[src/dtcc_pkg.sv]
// How it works
// - Gate bit set: count only while gate high.
// - Timer one clocks from system or timer-zero overflow.
// - Timer zero clocks from prescaled system clock, or from its count pin in event mode.
// - Output enable drives pin; cleared forces low.
// - Split bit makes two 8-bit counters stepping on the same tick.
// - Prescale register: timer one high, zero low.
// - Code n divides by 2^n; 15 as 14.
// - Overflow sets flag; it stays until cleared.
// - Writing one to overflow flag raises interrupt when enabled.
// - Trigger flag set on qualified falling trigger edge.
// - Direction bit: zero up, one down.
// - Output pulses or toggles on every overflow.
// - Trigger enable gates capture or reload edges.
// - Run bit zero halts, one runs.
// - Event mode counts falling edges of count pin.
// - Capture select picks reload or capture on trigger.
// - Timer one control mirrors timer zero control.
// - Each timer has readable, writable reload/capture register.
// - Count readable and writable as two bytes.
// - Set overflow flag requests interrupt when enabled.
package dtcc_pkg;

	// ------------------------------------------------------------
	// Register map
	// ------------------------------------------------------------
	localparam logic [7:0] ADDR_PAIR_CONFIG   = 8'h89;
	localparam logic [7:0] ADDR_ZERO_COUNT_LO = 8'h8A;
	localparam logic [7:0] ADDR_RCAP_ZERO_LO  = 8'h92;
	localparam logic [7:0] ADDR_PAIR_PRESCALE = 8'h99;
	localparam logic [7:0] ADDR_ZERO_CONTROL  = 8'h9A;
	localparam logic [7:0] ADDR_TIMER_STRIDE  = 8'h02;
	localparam logic [7:0] RESET_BYTE         = 8'h00;
	localparam logic [7:0] CONFIG_WRITE_MASK  = 8'h7F;

	// ------------------------------------------------------------
	// Field positions of the shared config register
	// ------------------------------------------------------------
	localparam int CFG_GATE_ONE   = 6;
	localparam int CFG_GATE_ZERO  = 5;
	localparam int CFG_SRC_ONE    = 4;
	localparam int CFG_OE_ONE     = 3;
	localparam int CFG_SPLIT_ONE  = 2;
	localparam int CFG_OE_ZERO    = 1;
	localparam int CFG_SPLIT_ZERO = 0;

	// ------------------------------------------------------------
	// Field positions of each control register
	// ------------------------------------------------------------
	localparam int CON_OVF    = 7;
	localparam int CON_EXF    = 6;
	localparam int CON_DOWN   = 5;
	localparam int CON_TOG    = 4;
	localparam int CON_TRG_EN = 3;
	localparam int CON_RUN    = 2;
	localparam int CON_EVT    = 1;
	localparam int CON_CAP    = 0;

	// ------------------------------------------------------------
	// Prescaler
	// ------------------------------------------------------------
	localparam int         PRE_WIDTH    = 14;
	localparam logic [3:0] PRE_MAX_CODE = 4'hE;
	localparam int         PRE_ONE_LSB  = 4;

	// ------------------------------------------------------------
	// Counter extremes
	// ------------------------------------------------------------
	localparam logic [7:0] BYTE_MAX = 8'hFF;
	localparam logic [7:0] BYTE_MIN = 8'h00;

endpackage : dtcc_pkg

[src/dtcc_top.sv]
`timescale 1ns/1ps
`default_nettype none

module dtcc_top
	import dtcc_pkg::*;
(
	input  wire logic       clk,                    // System clock, 50 MHz.
	input  wire logic       reset,                  // Synchronous reset, active high.
	input  wire logic [7:0] sfr_addr,               // Register address.
	input  wire logic       sfr_wr,                 // Write strobe, one cycle.
	input  wire logic [7:0] sfr_wdata,              // Write data.
	input  wire logic       sfr_rd,                 // Read strobe, one cycle.
	output logic      [7:0] sfr_rdata,              // Read data, valid the cycle after sfr_rd.
	input  wire logic       gate_pin_zero,          // Gate pin for timer zero.
	input  wire logic       gate_pin_one,           // Gate pin for timer one.
	input  wire logic       timer_zero_count_pin,   // Event input for timer zero.
	input  wire logic       timer_one_count_pin,    // Event input for timer one.
	input  wire logic       timer_zero_trigger_pin, // Reload or capture trigger, timer zero.
	input  wire logic       timer_one_trigger_pin,  // Reload or capture trigger, timer one.
	input  wire logic       timer_zero_int_enable,  // Interrupt enable, timer zero.
	input  wire logic       timer_one_int_enable,   // Interrupt enable, timer one.
	output logic            timer_zero_out,         // Timer zero output pin level.
	output logic            timer_one_out,          // Timer one output pin level.
	output logic            timer_zero_out_en,      // Timer zero pin drive enable.
	output logic            timer_one_out_en,       // Timer one pin drive enable.
	output logic            timer_zero_irq,         // Timer zero interrupt request.
	output logic            timer_one_irq           // Timer one interrupt request.
);

	// ------------------------------------------------------------
	// State
	// ------------------------------------------------------------
	typedef struct packed {
		logic [7:0]                      cfg;
		logic [7:0]                      pre;
		logic [1:0][7:0]                 con;
		logic [1:0][15:0]                cnt;
		logic [1:0][15:0]                rcap;
		logic [1:0][PRE_WIDTH-1:0]       div;
		logic [1:0]                      gate_s1;
		logic [1:0]                      gate_s2;
		logic [1:0]                      evt_s1;
		logic [1:0]                      evt_s2;
		logic [1:0]                      evt_s3;
		logic [1:0]                      trg_s1;
		logic [1:0]                      trg_s2;
		logic [1:0]                      trg_s3;
		logic [1:0]                      level;
		logic [1:0]                      out;
		logic [1:0]                      oe;
		logic [1:0]                      irq;
		logic [7:0]                      rdata;
	} dtcc_state_s;

	dtcc_state_s                s;
	dtcc_state_s                next_s;
	logic [1:0]                 ovf_ev;
	logic [1:0]                 tick;
	logic [1:0]                 trg_fall;
	logic [1:0]                 int_en;
	logic [3:0]                 code;
	logic [PRE_WIDTH-1:0]       mask;
	logic                       run_ok;
	logic                       base;
	logic                       split;
	logic                       down;
	logic                       lo_wrap;
	logic                       hi_wrap;
	logic [7:0]                 lo;
	logic [7:0]                 hi;
	logic [7:0]                 a_cnt;
	logic [7:0]                 a_rcap;
	logic [7:0]                 a_con;

	assign int_en = {timer_one_int_enable, timer_zero_int_enable};

	// ------------------------------------------------------------
	// Next-state logic
	// ------------------------------------------------------------
	always_comb begin
		next_s   = s;
		ovf_ev   = 2'b00;
		tick     = 2'b00;
		trg_fall = 2'b00;
		code     = 4'h0;
		mask     = '0;
		run_ok   = 1'b0;
		base     = 1'b0;
		split    = 1'b0;
		down     = 1'b0;
		lo_wrap  = 1'b0;
		hi_wrap  = 1'b0;
		lo       = 8'h00;
		hi       = 8'h00;
		a_cnt    = 8'h00;
		a_rcap   = 8'h00;
		a_con    = 8'h00;

		// The first stage of each synchroniser feeds only the second.
		next_s.gate_s1 = {gate_pin_one, gate_pin_zero};
		next_s.gate_s2 = s.gate_s1;
		next_s.evt_s1  = {timer_one_count_pin, timer_zero_count_pin};
		next_s.evt_s2  = s.evt_s1;
		next_s.evt_s3  = s.evt_s2;
		next_s.trg_s1  = {timer_one_trigger_pin, timer_zero_trigger_pin};
		next_s.trg_s2  = s.trg_s1;
		next_s.trg_s3  = s.trg_s2;

		// Shared registers.
		if (sfr_wr && sfr_addr == ADDR_PAIR_CONFIG) begin
			next_s.cfg = sfr_wdata & CONFIG_WRITE_MASK;
		end
		if (sfr_wr && sfr_addr == ADDR_PAIR_PRESCALE) begin
			next_s.pre = sfr_wdata;
		end

		// Timer zero is handled first so that its overflow can clock timer one.
		for (int t = 0; t < 2; t++) begin
			a_cnt  = ADDR_ZERO_COUNT_LO + 8'(t * 2);
			a_rcap = ADDR_RCAP_ZERO_LO + 8'(t * 2);
			a_con  = ADDR_ZERO_CONTROL + 8'(t);
			split  = (t == 1) ? s.cfg[CFG_SPLIT_ONE] : s.cfg[CFG_SPLIT_ZERO];
			down   = s.con[t][CON_DOWN];
			code   = (t == 1) ? s.pre[PRE_ONE_LSB +: 4] : s.pre[3:0];
			if (code > PRE_MAX_CODE) begin
				code = PRE_MAX_CODE;
			end
			mask = (PRE_WIDTH'(1) << code) - PRE_WIDTH'(1);

			run_ok = s.con[t][CON_RUN];
			if ((t == 1) ? s.cfg[CFG_GATE_ONE] : s.cfg[CFG_GATE_ZERO]) begin
				run_ok = run_ok & s.gate_s2[t];
			end
			// Timer one may chain on timer zero; timer zero has no alternative.
			base = (t == 1 && s.cfg[CFG_SRC_ONE]) ? ovf_ev[0] : 1'b1;

			if (s.con[t][CON_EVT]) begin
				tick[t] = run_ok & s.evt_s3[t] & ~s.evt_s2[t];
			end else if (run_ok && base) begin
				next_s.div[t] = s.div[t] + PRE_WIDTH'(1);
				tick[t]       = (s.div[t] & mask) == mask;
			end

			// The high byte steps on a low-byte wrap in 16-bit mode, on every tick when split.
			lo      = s.cnt[t][7:0];
			hi      = s.cnt[t][15:8];
			lo_wrap = tick[t] & (down ? (lo == BYTE_MIN) : (lo == BYTE_MAX));
			hi_wrap = (split ? tick[t] : lo_wrap) & (down ? (hi == BYTE_MIN) : (hi == BYTE_MAX));
			if (tick[t]) begin
				next_s.cnt[t][7:0] = down ? lo - 8'h01 : lo + 8'h01;
			end
			if (split ? tick[t] : lo_wrap) begin
				next_s.cnt[t][15:8] = down ? hi - 8'h01 : hi + 8'h01;
			end
			ovf_ev[t] = split ? (lo_wrap | hi_wrap) : hi_wrap;

			// Trigger edge: reload wins over counting in the same cycle.
			trg_fall[t] = s.con[t][CON_TRG_EN] & s.trg_s3[t] & ~s.trg_s2[t];
			if (trg_fall[t] && !s.con[t][CON_CAP]) begin
				next_s.cnt[t] = s.rcap[t];
				ovf_ev[t]     = 1'b0;
			end

			// Software access to count and reload/capture bytes.
			if (sfr_wr && sfr_addr == a_cnt) begin
				next_s.cnt[t][7:0] = sfr_wdata;
			end
			if (sfr_wr && sfr_addr == a_cnt + 8'h01) begin
				next_s.cnt[t][15:8] = sfr_wdata;
			end
			if (sfr_wr && sfr_addr == a_rcap) begin
				next_s.rcap[t][7:0] = sfr_wdata;
			end
			if (sfr_wr && sfr_addr == a_rcap + 8'h01) begin
				next_s.rcap[t][15:8] = sfr_wdata;
			end
			// A capture beats a software write of the same register.
			if (trg_fall[t] && s.con[t][CON_CAP]) begin
				next_s.rcap[t] = s.cnt[t];
			end

			// Control register: both timers share one layout. Hardware sets win.
			if (sfr_wr && sfr_addr == a_con) begin
				next_s.con[t] = sfr_wdata;
			end
			next_s.con[t][CON_OVF] = next_s.con[t][CON_OVF] | ovf_ev[t];
			next_s.con[t][CON_EXF] = next_s.con[t][CON_EXF] | trg_fall[t];

			// Output stage.
			next_s.oe[t] = (t == 1) ? next_s.cfg[CFG_OE_ONE] : next_s.cfg[CFG_OE_ZERO];
			if (s.con[t][CON_TOG]) begin
				next_s.level[t] = s.level[t] ^ ovf_ev[t];
				next_s.out[t]   = next_s.oe[t] & next_s.level[t];
			end else begin
				next_s.out[t] = next_s.oe[t] & ovf_ev[t];
			end

			next_s.irq[t] = next_s.con[t][CON_OVF] & int_en[t];
		end

		// Read port: unmapped addresses return zero.
		if (sfr_rd) begin
			case (sfr_addr)
				ADDR_PAIR_CONFIG:                           next_s.rdata = s.cfg;
				ADDR_PAIR_PRESCALE:                         next_s.rdata = s.pre;
				ADDR_ZERO_CONTROL:                          next_s.rdata = s.con[0];
				ADDR_ZERO_CONTROL + 8'h01:                  next_s.rdata = s.con[1];
				ADDR_ZERO_COUNT_LO:                         next_s.rdata = s.cnt[0][7:0];
				ADDR_ZERO_COUNT_LO + 8'h01:                 next_s.rdata = s.cnt[0][15:8];
				ADDR_ZERO_COUNT_LO + ADDR_TIMER_STRIDE:     next_s.rdata = s.cnt[1][7:0];
				ADDR_ZERO_COUNT_LO + 8'h03:                 next_s.rdata = s.cnt[1][15:8];
				ADDR_RCAP_ZERO_LO:                          next_s.rdata = s.rcap[0][7:0];
				ADDR_RCAP_ZERO_LO + 8'h01:                  next_s.rdata = s.rcap[0][15:8];
				ADDR_RCAP_ZERO_LO + ADDR_TIMER_STRIDE:      next_s.rdata = s.rcap[1][7:0];
				ADDR_RCAP_ZERO_LO + 8'h03:                  next_s.rdata = s.rcap[1][15:8];
				default:                                    next_s.rdata = RESET_BYTE;
			endcase
		end
	end

	// ------------------------------------------------------------
	// State register
	// ------------------------------------------------------------
	always_ff @(posedge clk) begin
		if (reset) begin
			s <= '0;
		end else begin
			s <= next_s;
		end
	end

	assign sfr_rdata         = s.rdata;
	assign timer_zero_out    = s.out[0];
	assign timer_one_out     = s.out[1];
	assign timer_zero_out_en = s.oe[0];
	assign timer_one_out_en  = s.oe[1];
	assign timer_zero_irq    = s.irq[0];
	assign timer_one_irq     = s.irq[1];
endmodule : dtcc_top

`default_nettype wire

[config.mk]
export PLATFORM = sky130hd
export DESIGN_NAME = dtcc_top
export DESIGN_NICKNAME = d
export VERILOG_FILES = /design/src/dtcc_pkg.sv /design/src/dtcc_top.sv
export SDC_FILE = /design/constraint.sdc
export NUM_CORES = 1
export LEC_CHECK = 0
export BUFFER_PORTS_ARGS = -buffer_cell sky130_fd_sc_hd__buf_2
export CAP_MARGIN = 0
export CORE_ASPECT_RATIO = 0.5
export CORE_UTILIZATION = 55
export CTS_CLUSTER_DIAMETER = 100
export DETAILED_ROUTE_END_ITERATION = 8
export HOLD_SLACK_MARGIN = 0.05
export PLACE_DENSITY = 0.69
export SLEW_MARGIN = 20
export SYNTH_ARGS = -nofsm -noshare
export SYNTH_HDL_FRONTEND = slang
export SYNTH_SLANG_ARGS = --single-unit
[constraint.sdc]
create_clock -name clk -period 7.2 [get_ports clk]
set_clock_uncertainty 0.15 [all_clocks]
set_input_delay 0.72 -clock clk [delete_from_list [all_inputs] [get_ports clk]]
set_output_delay 0.72 -clock clk [all_outputs]
set_load 0.01 [all_outputs]
; ---- After elaboration in Yosys (flattened, before gate mapping)
; Cells that the tools add are included.
[classes]
addsub = 12
order_cmp = 2
n_eq_ne = 18
shifts = 2
n_mux = 45
bitwise = 36
reduce_logical = 33
[ops]
columns = op, n
row1 = $mux W8, 18
row2 = $eq A8 B8 Y1 const B, 16
row3 = $pmux W8 S12, 1
row4 = $mux W16, 4
row5 = $add A8 B1 Y8 const B, 4
row6 = $logic_not A8 Y1, 4
row7 = $sub A8 B1 Y8 const B, 4
row8 = $add A14 B1 Y14 const B, 2
row9 = $and A14 B14 Y14, 2
row10 = $eq A14 B14 Y1, 2
row11 = $shl A1 B4 Y14 const A, 2
row12 = $sub A14 B2 Y14 const B, 2
row13 = $and A1 B1 Y1, 20
row14 = $mux W1, 19
row15 = $logic_and A1 B1 Y1, 17
row16 = $mux W4, 3
row17 = $reduce_bool A3 Y1, 4
row18 = $gt A4 B4 Y1 const B, 2
row19 = $reduce_bool A2 Y1, 4
row20 = $not A1 Y1, 6
row21 = $or A1 B1 Y1, 6
row22 = $reduce_and A2 Y1, 2
row23 = $logic_not A1 Y1, 2
row24 = $xor A1 B1 Y1, 2
[word_totals]
reg_bits = 153
input_bits = 28
wordCells = 178

; ---- Depth between registers and ports, before layout
[logic_depth]
word_depth = 27
mapped_depth = 16

; ---- Worst setup path before layout
; Ideal clock, no wire load.
[synth_path]
path_kind = register to register
from = register s[147] (netlist bit)
to = register s (netlist bit lo[2])
setup_ps = 84
arrival_time_ps = 3019
t_required_ps = 6966
slack_ps = 3947
path_stages_with_launch = 15
path_buffers = 3
synth_period_minus_slack_ps = 3253
path_cell_list = dfxtp_1 > buf_2 > buf_2 > nor3_1 > nand2_1 > ha_1 > buf_2 > nor2b_1 > o21ai_0 > a21oi_1 > a2111o_1 > nor4b_4 > nor2_1 > o31a_1 > o31ai_2
[synth_via]
elab_chain_len = 9
[synth_lines]
columns = element, line_no
row1 = start: declaration, dtcc_top.sv:55  ; dtcc_state_s s;
row2 = start signal: assignment, dtcc_top.sv:228  ; s <= next_s;
row3 = $gt A4 B4 Y1, dtcc_top.sv:125  ; if (code > PRE_MAX_CODE) begin
row4 = $mux W4 (*), dtcc_top.sv:125
row5 = $shl A1 B4 Y14 (*), dtcc_top.sv:128  ; mask = (PRE_WIDTH'(1) << code) - PRE_WIDTH'(1);
row6 = $sub A14 B2 Y14 (*), dtcc_top.sv:128
row7 = $and A14 B14 Y14, dtcc_top.sv:141  ; tick[t] = (s.div[t] & mask) == mask;
row8 = $eq A14 B14 Y1 (*), dtcc_top.sv:141
row9 = $mux W1 (*), dtcc_top.sv:139  ; end else if (run_ok && base) begin
row10 = $mux W1 (*), dtcc_top.sv:137  ; if (s.con[t][CON_EVT]) begin
row11 = $reduce_bool A3 Y1 (no source line) (*), n/a
; Every way passes the cells marked *; elsewhere a longest branch is shown, timed or not.
; A chain may end at the register's enable or synchronous reset.

; ---- Worst setup path in the final report
[layout_path]
from = register s[142] (netlist bit)
to = register s[105] (netlist bit)
[layout_via]
elab_chain_len = 11
[layout_lines]
columns = element, line_no
row1 = $gt A4 B4 Y1, dtcc_top.sv:125
row2 = $mux W4 (*), dtcc_top.sv:125
row3 = $shl A1 B4 Y14 (*), dtcc_top.sv:128
row4 = $sub A14 B2 Y14 (*), dtcc_top.sv:128
row5 = $and A14 B14 Y14, dtcc_top.sv:141
row6 = $eq A14 B14 Y1 (*), dtcc_top.sv:141
row7 = $mux W1 (*), dtcc_top.sv:139
row8 = $mux W1 (*), dtcc_top.sv:137
row9 = $and A1 B1 Y1, dtcc_top.sv:147  ; lo_wrap = tick[t] & (down ? (lo == BYTE_MIN) : (lo == BYTE_MAX));
row10 = $mux W1 (*), dtcc_top.sv:152  ; if (split ? tick[t] : lo_wrap) begin
row11 = $reduce_bool A3 Y1 (no source line) (*), n/a
; Marks and branches as above.

==> flow_metrics.tcl <==
set metrics [dict create \
    drt_iter0_markers 1008 \
    finalCritPeriodShare 0.549 \
    track_usage 0.329 \
    drc 0 \
    clock.fmax_ghz 0.253 \
    slowest_delay_ns 0.64 \
    critPathKind "reg2reg" \
    multi_input_area_sq_um 5680 \
    overflow 0 \
    coreArea_sq_um 16400 \
    synth-seq-cells 153 \
    worst_pin_slew_ns 0.899 \
    post_dp_cell_area_sq_um 9390 \
    critPathLaunchType "flip-flop" \
    slew_violations 0 \
    ctsRootBufferMaster "clkbuf_16" \
    period_minus_slack_ns 3.95 \
    cts-htree-levels 4 \
    maxCapViolCount 0 \
    port_buffers 41 \
    synth_area_per_cell_sq_um 7.99 \
    cts_sinks 153 \
    synth_nets 1216 \
    clk_pin_slew_worst_paths_ns 0.06 \
    crit_family "compound AO/OA/AOI/OAI gates" \
    wl_per_cell_um 20.2 \
    hold_violations 0 \
    outcome "finished, final reports clean" \
    first_pass_iters 7 \
    antenna_found_initial 0 \
    netlist_instances 1156 \
    final_area_sq_um 9970 \
    grt_pass1_vias 8005 \
    critPathMaxFanout 14 \
    pin_count 42 \
    cts_resized 0 \
    fill_cells 1549 \
    die-height_um 93.7 \
    pwr_density_cell_nw_per_um2 183 \
    cts_buffer_depth 2 \
    cts_tree "done" \
    vdd_drop_max_v 0.000176 \
    hold_slack_ns 0.293 \
    cts_setup_buffers 0 \
    ys_async_sr_fraction 0 \
    critPathSlowestCell "dfxtp_1" \
    crit_chain "nor2_1 -> nand3b_1 -> ha_1 -> nor3_1 -> o211ai_1 -> a31oi_1 -> nor3_2 -> a21oi_1 -> buf_4 -> o21ba_1 -> mux2i_1 -> a2111oi_0 -> a31o_1" \
    yosysUniqueCellTypes 79 \
    rsz0062_at_grt "false" \
    final_common_cell "dfxtp_1" \
    yosys_warnings 0 \
    synthFlopType "dfxtp_1" \
    rows 33 \
    leakagePower_nw 3.75 \
    worst_hold_path_type "reg2reg" \
    finalPower_mw 1.82 \
    fin_nets 1193 \
    die_x_um 185 \
    n_antenna_cell 0 \
    grt_pass1_wl_um 43800 \
    post-route-util 0.609 \
    hpwl_um 19000 \
    register_area_sq_um 3060 \
    gp_congestion 0.934 \
    fin_setup_tns_ns 0 \
    insertion_delay_ns 0.43 \
    synth_seq_area_share 0.331 \
    cts_hold_buf 0 \
    drive_above_1_share 0.0934 \
    vias 8770 \
    synthToLayoutAreaGrowth_pct 7.93 \
    start_util 0.564 \
    cp.buffers_inverters 1 \
    via_per_inst 6.39 \
    final_cell_mix "153 x dfxtp_1, 133 x nor2_1, 113 x nand2_1" \
    grt_max_degree 76 \
    critPathArrivalTime_ns 4.17 \
    synth_edf_count 0 \
    synthesis.area_sq_um 9240 \
    wl_um 27800 \
    dieArea_sq_um 17400 \
    cp-end-kind "flip-flop" \
    numCtsBuffers 17 \
    ant_nets 0 \
    relSlewSlack 0.401 \
    finalSetupViolCount 0 \
    cp_data_required_time_ns 7.42 \
]
## where the power goes
part / leakage, nW / switching (mW) / internal [mW]
logic: 2.23 / 0.0572 / 0.0199
clock network: 0.279 / 0.376 / 0.516
registers: 1.24 / 0.00341 / 0.852
## per-stage QoR
stage | setup WS [ns] | instances
2_1_floorplan | 3.95 | 1156
3_3_place_gp | 3.55 | 1341
3_5_place_dp | 3.35 | 1341
4_1_cts | 3.31 | 1372
5_1_grt | 2.92 | 1372
6_report | 3.25 | 1372
## state kept, by name, summed over array words and instances, names as in the netlist
signal and count:
s 114, next_s 10, hi 8, lo 8, sfr_rdata 8, down 1
timer_one_irq 1, timer_one_out 1, timer_zero_irq 1, timer_zero_out 1
## logic make-up after synthesis
kind of cell             after synthesis  share of synthesized area
AND/OR/NAND/NOR                      461                      0.247
AO/OA/AOI/OAI                        289                      0.215
flip-flops                           153                      0.331
buffers and inverters                119                     0.0563
XOR/XNOR                              56                     0.0531
multiplexers                          44                     0.0483
adder cells (fa/ha/maj)               34                     0.0487
## Yosys cell counts, drive strengths merged, types with 6 or more instances
| library cell | number | area, sq um |
|---|---|---|
| o21a | 6 | 45.0 |
| inv | 26 | 97.6 |
| a21o | 13 | 97.6 |
| nor3 | 21 | 110 |
| nor4b | 8 | 97.6 |
| nor4 | 12 | 90.1 |
| nor2 | 137 | 519 |
| nand2b | 12 | 75.1 |
| a21oi | 82 | 410 |
| or3 | 8 | 50.1 |
| o21ai | 39 | 195 |
| mux2i | 39 | 390 |
| a31oi | 11 | 68.8 |
| xnor2 | 29 | 254 |
| nand4 | 14 | 87.6 |
| clkbuf | 66 | 249 |
| a221oi | 14 | 129 |
| ha | 28 | 350 |
| xor2 | 27 | 236 |
| and3 | 16 | 100 |
| a222oi | 7 | 70.1 |
| nand3 | 56 | 280 |
| dfxtp | 153 | 3060 |
| nand3b | 8 | 60.1 |
| a211oi | 32 | 258 |
| a311oi | 13 | 114 |
| and2 | 8 | 50.1 |
| nor3b | 6 | 45.0 |
| o211ai | 9 | 67.6 |
| nor2b | 28 | 175 |
| a22oi | 13 | 97.6 |
| buf | 27 | 174 |
| nand2 | 113 | 424 |
## layout make-up
type	instances	area share
inverter	26	0.00978
clock inverter	12	0.0127
clock buffer	19	0.0444
timing repair buffer	51	0.0283
sequential	153	0.307
tap	227	0.0285
multi-input combinational	884	0.569
## path summary, 6_finish.rpt
kind / from / slack, ns / end / depth (start not counted)
min reg2reg: next_s[19] / 0.29 / next_s[17] / 1
max reg2reg: s[142] / 3.25 / s[105] / 13
min: next_s[19] / 0.29 / next_s[17] / 1
max: s[142] / 3.25 / s[105] / 13
## metal layers
metal / up-vias / global-route usage / share of wire
met5: - / 0 / 0
met4: 0 / 0.138 / 0.033
met3: 76 / 0.0733 / 0.090
met2: 392 / 0.498 / 0.43
met1: 4160 / 0.449 / 0.44
li1: 4142 / - / -
(Power assumes the default switching activity.)
